===== src/core/spsig_defines.vh =====
// Shared constants of the secondary bus signalling block
`ifndef SPSIG_DEFINES_VH
`define SPSIG_DEFINES_VH

`define SPSIG_AD_W 32
`define SPSIG_CBE_W 4
`define SPSIG_CMD_DUAL 4'hd
`define SPSIG_PARK_AD 32'h00000000
`define SPSIG_PARK_CBE 4'h0
`define SPSIG_AD_RST 32'h00000000
`define SPSIG_CBE_RST 4'hf
`define SPSIG_BE_RST 4'hf
`define SPSIG_DEASSERT 1'b1
`define SPSIG_ASSERT 1'b0

`endif


===== src/core/spsig_par_unit.v =====
// Even parity generator and receive checker for the secondary bus
`timescale 1ns/1ps
`include "spsig_defines.vh"

module spsig_par_unit (
    input wire ref_clk, // System clock
    input wire reset, // Synchronous reset, active high
    input wire [`SPSIG_AD_W-1:0] gen_ad, // Registered address/data being driven
    input wire [`SPSIG_CBE_W-1:0] gen_cbe, // Command/byte enables on the bus this cycle
    input wire gen_oe, // Address/data lines driven by us this cycle
    input wire [`SPSIG_AD_W-1:0] rx_ad, // Sampled address/data lines
    input wire [`SPSIG_CBE_W-1:0] rx_cbe, // Sampled command/byte-enable lines
    input wire rx_par, // Sampled parity line
    input wire rx_valid, // Sampled bits form a valid phase from another agent
    output reg par_out, // Parity drive value
    output reg par_oe, // Parity drive enable
    output reg par_err // One-cycle pulse on a parity mismatch
);

    reg chk_pend;
    reg chk_par;

    // ---------------------------------------------------------------
    // Generation, one clock behind the covered bits
    // ---------------------------------------------------------------
    always @(posedge ref_clk)
    begin
        if (reset)
        begin
            par_out <= 1'b0;
            par_oe <= 1'b0;
        end
        else
        begin
            par_out <= ^{gen_ad, gen_cbe};
            par_oe <= gen_oe;
        end
    end

    // ---------------------------------------------------------------
    // Checking of received phases
    // ---------------------------------------------------------------
    always @(posedge ref_clk)
    begin
        if (reset)
        begin
            chk_pend <= 1'b0;
            chk_par <= 1'b0;
            par_err <= 1'b0;
        end
        else
        begin
            chk_pend <= rx_valid;
            chk_par <= ^{rx_ad, rx_cbe};
            par_err <= chk_pend & (chk_par != rx_par);
        end
    end

endmodule


===== src/core/spsig_sec_bus.v =====
// Secondary bus signalling: initiator sequencing, parking and parity
`timescale 1ns/1ps
`include "spsig_defines.vh"

module spsig_sec_bus (
    input wire ref_clk, // System clock, 50 MHz
    input wire reset, // Synchronous reset, active high
    input wire s_gnt_l, // Bridge secondary grant, active low
    input wire [`SPSIG_AD_W-1:0] s_ad_in, // Address/data pin level
    output reg [`SPSIG_AD_W-1:0] s_ad_out, // Address/data drive value
    output reg s_ad_oe, // Address/data drive enable
    input wire [`SPSIG_CBE_W-1:0] s_cbe_l_in, // Command/byte-enable pin level
    output reg [`SPSIG_CBE_W-1:0] s_cbe_l_out, // Command/byte-enable drive value
    output reg s_cbe_oe, // Command/byte-enable drive enable
    input wire s_par_in, // Parity pin level
    output wire s_par_out, // Parity drive value
    output wire s_par_oe, // Parity drive enable
    input wire s_frame_l_in, // Frame pin level
    output reg s_frame_l_out, // Frame drive value
    output reg s_frame_oe, // Frame drive enable
    input wire s_irdy_l_in, // Initiator ready pin level
    output reg s_irdy_l_out, // Initiator ready drive value
    output reg s_irdy_oe, // Initiator ready drive enable
    input wire s_trdy_l_in, // Target ready pin level
    input wire req_start, // Request a transaction, level until req_ack
    input wire [`SPSIG_CBE_W-1:0] req_cmd, // Transaction command
    input wire req_dual, // Use two address phases
    input wire [`SPSIG_AD_W-1:0] req_addr, // Address, low word
    input wire [`SPSIG_AD_W-1:0] req_addr_hi, // Address, high word for dual
    input wire req_write, // Transaction is a write
    output reg req_ack, // Pulse: request taken
    input wire dat_valid, // Write data ready, or room for read data
    input wire [`SPSIG_AD_W-1:0] dat_wr, // Write data
    input wire [`SPSIG_CBE_W-1:0] dat_be_l, // Byte enables, active low
    input wire dat_last, // This data phase is the last
    output reg dat_ack, // Pulse: data phase inputs taken
    output reg [`SPSIG_AD_W-1:0] rd_data, // Read data captured
    output reg rd_valid, // Pulse: rd_data is new
    output reg xfer_done, // Pulse: transaction ended
    input wire tgt_drive, // Bridge as target drives read data
    input wire [`SPSIG_AD_W-1:0] tgt_data, // Target read data
    output reg busy, // Bridge owns a transaction
    output wire par_err // Pulse: received parity mismatch
);

    localparam ST_IDLE = 3'b000;
    localparam ST_ADDR = 3'b001;
    localparam ST_ADDR2 = 3'b010;
    localparam ST_DATA = 3'b011;
    localparam ST_TURN = 3'b100;

    reg [2:0] state;
    reg [2:0] next_state;
    reg wr_mode;
    reg dual_mode;
    reg [`SPSIG_AD_W-1:0] addr_hi;
    reg [`SPSIG_CBE_W-1:0] cmd;
    reg frame_prev;
    reg [`SPSIG_AD_W-1:0] next_ad;
    reg next_ad_oe;
    reg [`SPSIG_CBE_W-1:0] next_cbe;
    reg next_cbe_oe;
    reg next_frame;
    reg next_frame_oe;
    reg next_irdy;
    reg next_irdy_oe;
    reg next_req_ack;
    reg next_dat_ack;
    reg next_done;
    wire bus_idle;
    wire phase_done;
    wire [`SPSIG_CBE_W-1:0] bus_cbe;
    wire rx_valid;

    assign bus_idle = s_frame_l_in & s_irdy_l_in;
    // Completion uses our own registered IRDY together with the sampled TRDY
    assign phase_done = ~s_irdy_l_out & s_irdy_oe & ~s_trdy_l_in;
    // When another agent owns the byte enables, parity must cover what it drives
    assign bus_cbe = s_cbe_oe ? s_cbe_l_out : s_cbe_l_in;
    // Address edge or completed data phase that we did not drive
    assign rx_valid = ~s_ad_oe & ((~s_frame_l_in & frame_prev) | (~s_irdy_l_in & ~s_trdy_l_in));

    // ---------------------------------------------------------------
    // Next-state and pin decode
    // ---------------------------------------------------------------
    always @*
    begin
        next_state = state;
        next_ad = s_ad_out;
        next_ad_oe = s_ad_oe;
        next_cbe = s_cbe_l_out;
        next_cbe_oe = s_cbe_oe;
        next_frame = s_frame_l_out;
        next_frame_oe = s_frame_oe;
        next_irdy = s_irdy_l_out;
        next_irdy_oe = s_irdy_oe;
        next_req_ack = 1'b0;
        next_dat_ack = 1'b0;
        next_done = 1'b0;
        case (state)
            ST_IDLE:
            begin
                next_frame_oe = 1'b0;
                next_irdy_oe = 1'b0;
                if (req_start && !s_gnt_l && bus_idle)
                begin
                    next_state = ST_ADDR;
                    next_req_ack = 1'b1;
                    next_ad = req_addr;
                    next_ad_oe = 1'b1;
                    next_cbe = req_dual ? `SPSIG_CMD_DUAL : req_cmd;
                    next_cbe_oe = 1'b1;
                    next_frame = `SPSIG_ASSERT;
                    next_frame_oe = 1'b1;
                    next_irdy = `SPSIG_DEASSERT;
                    next_irdy_oe = 1'b1;
                end
                else if (tgt_drive)
                begin
                    next_ad = tgt_data;
                    next_ad_oe = 1'b1;
                    next_cbe_oe = 1'b0;
                end
                else if (!s_gnt_l && bus_idle)
                begin
                    next_ad = `SPSIG_PARK_AD;
                    next_ad_oe = 1'b1;
                    next_cbe = `SPSIG_PARK_CBE;
                    next_cbe_oe = 1'b1;
                end
                else
                begin
                    next_ad_oe = 1'b0;
                    next_cbe_oe = 1'b0;
                end
            end
            ST_ADDR:
            begin
                if (dual_mode)
                begin
                    next_state = ST_ADDR2;
                    next_ad = addr_hi;
                    next_cbe = cmd;
                end
                else
                begin
                    next_state = ST_DATA;
                    next_ad_oe = wr_mode; // Read turnaround leaves the lines to the target
                    next_cbe = `SPSIG_BE_RST;
                end
            end
            ST_ADDR2:
            begin
                next_state = ST_DATA;
                next_ad_oe = wr_mode;
                next_cbe = `SPSIG_BE_RST;
            end
            ST_DATA:
            begin
                if (phase_done)
                begin
                    // Input for the next phase is taken only a clock later, so dat_ack is seen first
                    next_irdy = `SPSIG_DEASSERT;
                    if (s_frame_l_out == `SPSIG_DEASSERT)
                    begin
                        next_state = ST_TURN;
                        next_done = 1'b1;
                        next_ad_oe = 1'b0;
                        next_cbe_oe = 1'b0;
                        next_frame_oe = 1'b1;
                    end
                end
                else if (s_irdy_l_out == `SPSIG_DEASSERT && dat_valid)
                begin
                    next_irdy = `SPSIG_ASSERT;
                    next_dat_ack = 1'b1;
                    next_cbe = dat_be_l;
                    if (wr_mode)
                    begin
                        next_ad = dat_wr;
                    end
                    next_frame = dat_last ? `SPSIG_DEASSERT : `SPSIG_ASSERT;
                end
                // Otherwise IRDY holds its value until completion
            end
            ST_TURN:
            begin
                next_state = ST_IDLE;
                next_frame_oe = 1'b0;
                next_irdy_oe = 1'b0;
            end
            default:
            begin
                next_state = ST_IDLE;
            end
        endcase
    end

    // ---------------------------------------------------------------
    // Registers
    // ---------------------------------------------------------------
    always @(posedge ref_clk)
    begin
        if (reset)
        begin
            state <= ST_IDLE;
            wr_mode <= 1'b0;
            dual_mode <= 1'b0;
            addr_hi <= `SPSIG_AD_RST;
            cmd <= `SPSIG_CBE_RST;
            frame_prev <= `SPSIG_DEASSERT;
            s_ad_out <= `SPSIG_AD_RST;
            s_ad_oe <= 1'b0;
            s_cbe_l_out <= `SPSIG_CBE_RST;
            s_cbe_oe <= 1'b0;
            s_frame_l_out <= `SPSIG_DEASSERT;
            s_frame_oe <= 1'b0;
            s_irdy_l_out <= `SPSIG_DEASSERT;
            s_irdy_oe <= 1'b0;
            req_ack <= 1'b0;
            dat_ack <= 1'b0;
            rd_data <= `SPSIG_AD_RST;
            rd_valid <= 1'b0;
            xfer_done <= 1'b0;
            busy <= 1'b0;
        end
        else
        begin
            state <= next_state;
            frame_prev <= s_frame_l_in;
            if (next_req_ack)
            begin
                wr_mode <= req_write;
                dual_mode <= req_dual;
                addr_hi <= req_addr_hi;
                cmd <= req_cmd;
            end
            s_ad_out <= next_ad;
            s_ad_oe <= next_ad_oe;
            s_cbe_l_out <= next_cbe;
            s_cbe_oe <= next_cbe_oe;
            s_frame_l_out <= next_frame;
            s_frame_oe <= next_frame_oe;
            s_irdy_l_out <= next_irdy;
            s_irdy_oe <= next_irdy_oe;
            req_ack <= next_req_ack;
            dat_ack <= next_dat_ack;
            xfer_done <= next_done;
            rd_valid <= phase_done & ~wr_mode;
            if (phase_done && !wr_mode)
            begin
                rd_data <= s_ad_in;
            end
            busy <= (next_state != ST_IDLE);
        end
    end

    // ---------------------------------------------------------------
    // Parity
    // ---------------------------------------------------------------
    spsig_par_unit u_par (
        .ref_clk(ref_clk),
        .reset(reset),
        .gen_ad(s_ad_out),
        .gen_cbe(bus_cbe),
        .gen_oe(s_ad_oe),
        .rx_ad(s_ad_in),
        .rx_cbe(s_cbe_l_in),
        .rx_par(s_par_in),
        .rx_valid(rx_valid),
        .par_out(s_par_out),
        .par_oe(s_par_oe),
        .par_err(par_err)
    );

endmodule


===== config.mk =====
export PLATFORM = sky130hd
export DESIGN_NAME = spsig_sec_bus
export DESIGN_NICKNAME = d
export VERILOG_FILES = /design/src/core/spsig_par_unit.v /design/src/core/spsig_sec_bus.v
export VERILOG_INCLUDE_DIRS = /design/src /design/src/core
export SDC_FILE = /design/constraint.sdc
export NUM_CORES = 1
export LEC_CHECK = 0
export BUFFER_PORTS_ARGS = -buffer_cell sky130_fd_sc_hd__clkbuf_2
export CAP_MARGIN = 10
export CORE_MARGIN = 2
export CORE_UTILIZATION = 30
export DETAILED_ROUTE_END_ITERATION = 16
export GPL_TIMING_DRIVEN = 0
export PLACE_DENSITY_LB_ADDON = 0.25
export SLEW_MARGIN = 20
export SYNTH_ARGS = -nofsm -noshare
export SYNTH_HDL_FRONTEND = slang
export SYNTH_SLANG_ARGS = --single-unit

===== constraint.sdc =====
create_clock -name ref_clk -period 3.6 [get_ports ref_clk]
set_clock_uncertainty 0.15 [all_clocks]
set_input_delay 0.54 -clock ref_clk [delete_from_list [all_inputs] [get_ports ref_clk]]
set_output_delay 0.54 -clock ref_clk [all_outputs]
set_load 0.02 [all_outputs]

==> Word level (Yosys, flattened, before mapping) <==
Cells that the tools add are included.
{ "totals": {"wordCells": 133, "inputBits": 185, "out_inout_bits": 82, "regBits": 126} }
{ "op_classes": {"reduce_logical": 25, "n_bitwise": 17, "n_eq_ne": 17, "muxes": 49} }
{ "op_table": {"columns": ["cell", "count"], "rows": [
  ["$mux 32", 7],
  ["$pmux 32 s3", 1],
  ["$reduce_xor 36->1", 2],
  ["$mux 4", 8],
  ["$mux 1", 22],
  ["$ne 2x2->1 const B", 8],
  ["$pmux 4 s4", 1],
  ["$pmux 3 s4", 1],
  ["$mux 3", 3],
  ["$ne 3x3->1 const B", 3],
  ["$reduce_and 3->1", 3],
  ["$reduce_bool 3->1", 3],
  ["$and 1x1->1", 8],
  ["$not 1->1", 8],
  ["$pmux 1 s2", 4],
  ["$reduce_and 4->1", 2],
  ["$eq 3x2->1 const B", 2],
  ["$reduce_and 6->1", 1],
  ["$reduce_or 3->1", 2],
  ["$logic_and 1x1->1", 5],
  ["$reduce_and 5->1", 1],
  ["$ne 4x4->1 const B", 1],
  ["$pmux 1 s4", 1],
  ["$reduce_bool 2->1", 2],
  ["8 further kinds", 9]
]} }

==> Logic depth before layout (Yosys ltp) <==
{ "logic_depth": {"word_depth": 6, "mapped_depth": 9, "depth_no_buf": 6} }

==> By module <==
From an unflattened synthesis, not the netlist that was laid out.
{ "unflattened": {"hier_cells": 736, "area_unflattened_um2": 6195.9} }
{ "modules_own_cells": {"columns": ["mod", "cells_each", "instances", "seq_area_each_um2", "area_each_um2"], "rows": [
  ["spsig_sec_bus", 657, 1, 2422.3, 5401.4],
  ["spsig_par_unit", 79, 1, 100.1, 794.5]
]} }

==> Least setup slack after synthesis <==
OpenSTA, ideal clock, no wires.
{ "synth_path": {"path_type": "input port to flip-flop", "startpoint": "input port s_gnt_l", "endpoint": "register s_frame_l_out", "setup_time_ns": 0.120, "arrival_time_ns": 1.912, "path_slack_ns": 1.419, "path_buffers": 1, "t_required_ns": 3.330, "path_stages": 6, "cell_sequence": "and3b_1 -> nand2_2 -> or3_1 -> clkbuf_1 -> mux2_2 -> a211o_1"} }
{ "synth_between": {"elab_chain_len": 5} }
{ "synth_rtl": {"columns": ["element", "line", "rtl"], "rows": [
  ["start, declared", "spsig_sec_bus.v:8", "input wire s_gnt_l,"],
  ["$logic_not 1->1", "spsig_sec_bus.v:105", "if (req_start && !s_gnt_l && bus_idle)"],
  ["$logic_and 1x1->1 (2 in a row)", "spsig_sec_bus.v:105", null],
  ["$ne 2x2->1 (no line)", null, null],
  ["$reduce_and 4->1 (no line)", null, null],
  ["end signal, assigned", "spsig_sec_bus.v:216", "s_frame_l_out <= `SPSIG_DEASSERT;"],
  ["end signal, assigned", "spsig_sec_bus.v:242", "s_frame_l_out <= next_frame;"],
  ["end, declared", "spsig_sec_bus.v:19", "output reg s_frame_l_out,"]
]} }
Every way passes these cells.
A chain may end at the register's enable or synchronous reset.

==> Final worst setup path <==
{ "layout_path": {"startpoint": "register state[2]", "endpoint": "register s_ad_out[14]"} }
{ "layout_between": {"elab_chain_len": 3, "word_cells_on_any_way": 11, "cone_classes": "eq/ne (7); mux (1); reduce/logical (3)"} }
{ "layout_rtl": {"columns": ["element", "line", "rtl"], "rows": [
  ["start, declared", "spsig_sec_bus.v:52", "reg [2:0] state;"],
  ["start signal, assigned", "spsig_sec_bus.v:229", "state <= next_state;"],
  ["$eq 3x2->1 (tied with other cells)", "spsig_sec_bus.v:100", "case (state)"],
  ["$ne 2x2->1 (no line) (tied with other cells)", null, null],
  ["$reduce_and 6->1 (no line)", null, null],
  ["end signal, assigned", "spsig_sec_bus.v:212", "s_ad_out <= `SPSIG_AD_RST;"],
  ["end signal, assigned", "spsig_sec_bus.v:238", "s_ad_out <= next_ad;"],
  ["end, declared", "spsig_sec_bus.v:10", "output reg [`SPSIG_AD_W-1:0] s_ad_out,"]
]} }
Several ways; a longest one is shown, not always the timed one.

==> metrics.md <==
| Metric | Value |
|---|---|
| Outcome | finished clean |
| Worst endpoint data arrival time | 2.45 ns |
| Antenna cells | 0 |
| Initial Util | 30.6% |
| DR pass1 iterations | 4 |
| Most frequent cells in the layout | clkbuf_2, nand2_1, dfxtp_1 |
| Sequential area share after synthesis | 40.7% |
| Fin. Hold Viols | 0 |
| Post-CTS Setup Bufs | 0 |
| Syn_area_per_cell | 8.13 um2 |
| Row count | 52 |
| Die Height | 148 um |
| Total routed wirelength | 22600 um |
| Overflow after GRT | 0 |
| Setup violations, final | 0 |
| Vias per cell | 4.80 |
| Leakage Power | 3.56 nW |
| Die Wd | 148 um |
| Number of fillers in the final layout | 2140 |
| Ys flop type | dfxtp_1 |
| Core area | 0.0202 mm2 |
| Hold path cells | 2 |
| Crit. End Element | register |
| Remaining DRCs | 0 |
| TritonCTS Sinks | 126 |
| P&R area growth vs syn | 37.5% |
| CP max FO | 10 |
| Buffers on Ports | 265 |
| Routed WL per cell | 17.0 um |
| Hold Crit Class | primary input to register |
| # hold bufs at CTS | 0 |
| Num CTS Buffers | 17 |
| Final HPWL DP | 17600 um |
| Top routing layer used | met4 |
| Kind of start point of the critical path | register |
| Yosys Warn Count | 0 |
| Synth cell types | 41 |
| Post-synth EDFFs | 0 |
| Largest net degree at the start of global routing | 17 |
| Vias | 6373 |
| Initial antenna violation count | 0 |
| Max Cap Violations | 0 |
| Period Utilization, post-route | 63.1% |
| Syn_nets | 947 |
| Post-layout util | 42.1% |
| FF+latch count, synth | 126 |
| CTS tree | done |
| VDD IR max | 0.307 mV |
| Minimum clock period | 2.27 ns |
| Crit path kind | register to register |
| Post-route ant nets | 0 |
| FFs w/ async S/R, synth | 0% |
| Fmax | 0.440 GHz |
| DRT met1 WL | 9620 um |
| Die ar. | 0.0218 mm2 |
| R2R setup slack | 1.33 ns |
| Mapped Cells | 762 |
| CP Data Required Time | 3.78 ns |
| Setup TNS | 0 ns |
| Worst slew pin tran | 0.879 ns |
| GRT Resource Usage Total | 20.7% |
| First-pass GRT wire length | 34800 um |
| Root buffer cell | clkbuf_16 |
| Longest Clk Path Bufs | 2 |
| Met2 WL | 10800 um |
| Hold EP | frame_prev |
| Ratio of cells with drive above 1 in the final layout | 29.5% |
| Reg2reg end | s_ad_out[14] |
| Pwr/cell area | 525 mW/mm2 |
| Final #Nets | 1231 |
| Relative slew slack | 41.4% |
| WL met3 | 1830 um |
| Mapped cell area | 0.00620 mm2 |
| H-tree Lvls | 4 |
| 1st-iter DRT viols | 251 |
| Hold wc startpoint | s_frame_l_in |
| Reg-to-Reg Start | state[2] |
| Worst skew pair latency | 0.41 ns |
| Final Max Tran Viols | 0 |
| Post-CTS Resized | 0 |
| R2r worst-path depth | 7 |
| Commonest non-fill, non-tap cell in the layout | clkbuf_2 |
| Vias in the first global route | 6369 |
| Ports | 267 |
| Clock Pin Slew Worst Setup and Hold Paths | 0.06 ns |
| RSZ-0062 raised after global routing | false |
| Placer Congestion | 0.817 |
==> cells in the mapped netlist, types with 2 or more instances <==
master / count / area share, %
a21oi_1: 108 / 8.7
mux2i_1: 33 / 5.3
a211oi_1: 34 / 4.1
nand2_1: 181 / 11
nand2b_1: 7 / 0.71
nor3b_1: 2 / 0.24
nand3b_1: 5 / 0.61
inv_1: 2 / 0.12
buf_2: 12 / 0.97
dfxtp_1: 126 / 41
xnor2_1: 62 / 8.8
o21ai_0: 4 / 0.32
xor2_1: 6 / 0.85
and3_1: 33 / 3.3
xnor3_1: 2 / 0.73
nor2_1: 22 / 1.3
nor2b_1: 3 / 0.30
a211o_1: 37 / 5.2
o21ai_1: 2 / 0.16
nand3_1: 2 / 0.16
a21boi_0: 2 / 0.24
o32a_1: 3 / 0.48
clkbuf_1: 47 / 2.8
buf_1: 5 / 0.30
nor3_1: 5 / 0.40
or3_1: 2 / 0.20
==> layer usage <==
metal,up-vias,GRT usage (%)
met1,2909,25.7
met5,-,0
met2,247,35.2
met3,25,5.65
met4,0,5.72
li1,3192,-
==> worst max-delay path: stages (launching register included) <==
cell and delay, ns:
dfxtp_1 0.29, clkbuf_1 0.22, nor2b_1 0.19, buf_2 0.28
clkbuf_1 0.47, a211oi_1 0.15, a211o_1 0.31, a21oi_1 0.12
==> sequential cells by signal (all words and copies together) (netlist names), 3 cells and up <==
name / flops
state: 3
s_cbe_l_out: 4
rd_data: 32
addr_hi: 32
cmd: 4
s_ad_out: 32
==> how the worst max path moves through the flow <==
stage          startpoint  slack [ns]  cells past startpoint       endpoint
2_1_floorplan     s_gnt_l        1.42                      6  s_frame_l_out
3_3_place_gp      s_gnt_l        0.96                      8    addr_hi[13]
3_5_place_dp      s_gnt_l        0.91                      8    addr_hi[12]
4_1_cts          state[0]        1.33                      7    addr_hi[12]
5_1_grt          state[0]        1.12                      7    addr_hi[10]
6_report         state[2]        1.33                      7   s_ad_out[14]
==> stage by stage <==
stage                     setup WS (ns)  instance area [um2]  hold WS (ns)  instances  power [mW]
after floorplan                    1.42                 6200         0.279        762        2.24
after global placement            0.963                 7860         0.291       1297        2.58
after detailed placement          0.908                 7860         0.294       1297        2.59
after CTS                          1.33                 8520         0.170       1329        4.54
after global routing               1.12                 8520         0.182       1329        4.69
final                              1.33                 8520         0.196       1329        4.47
==> kinds of logic (layout without fill, tap and decap cells) <==
group	after synthesis	count (layout)	share of synthesized area (%)
buffers and inverters	66	363	4.24
AO/OA/AOI/OAI	198	198	20.3
flip-flops	126	126	40.7
XOR/XNOR	70	70	10.3
AND/OR/NAND/NOR	268	268	18.9
multiplexers	34	34	5.51
==> power by group <==
group | total, mW | internal (mW) | switching (mW)
Clock | 1.93 | 1.24 | 0.687
Sequential | 1.53 | 1.47 | 0.0636
Combinational | 1.01 | 0.478 | 0.536
Total | 4.47 | 3.19 | 1.29
==> area by class of cell <==
type | instances | area (um2) | area share (%)
Buffer | 64 | 255 | 3.00
Clock buffer | 17 | 425 | 4.99
Clock inverter | 15 | 231 | 2.72
Inverter | 2 | 7.51 | 0.0881
Multi-Input combinational cell | 570 | 3410 | 40.1
Sequential cell | 126 | 2520 | 29.6
Tap cell | 270 | 338 | 3.97
Timing Repair Buffer | 265 | 1330 | 15.6
(Power assumes the default switching activity.)
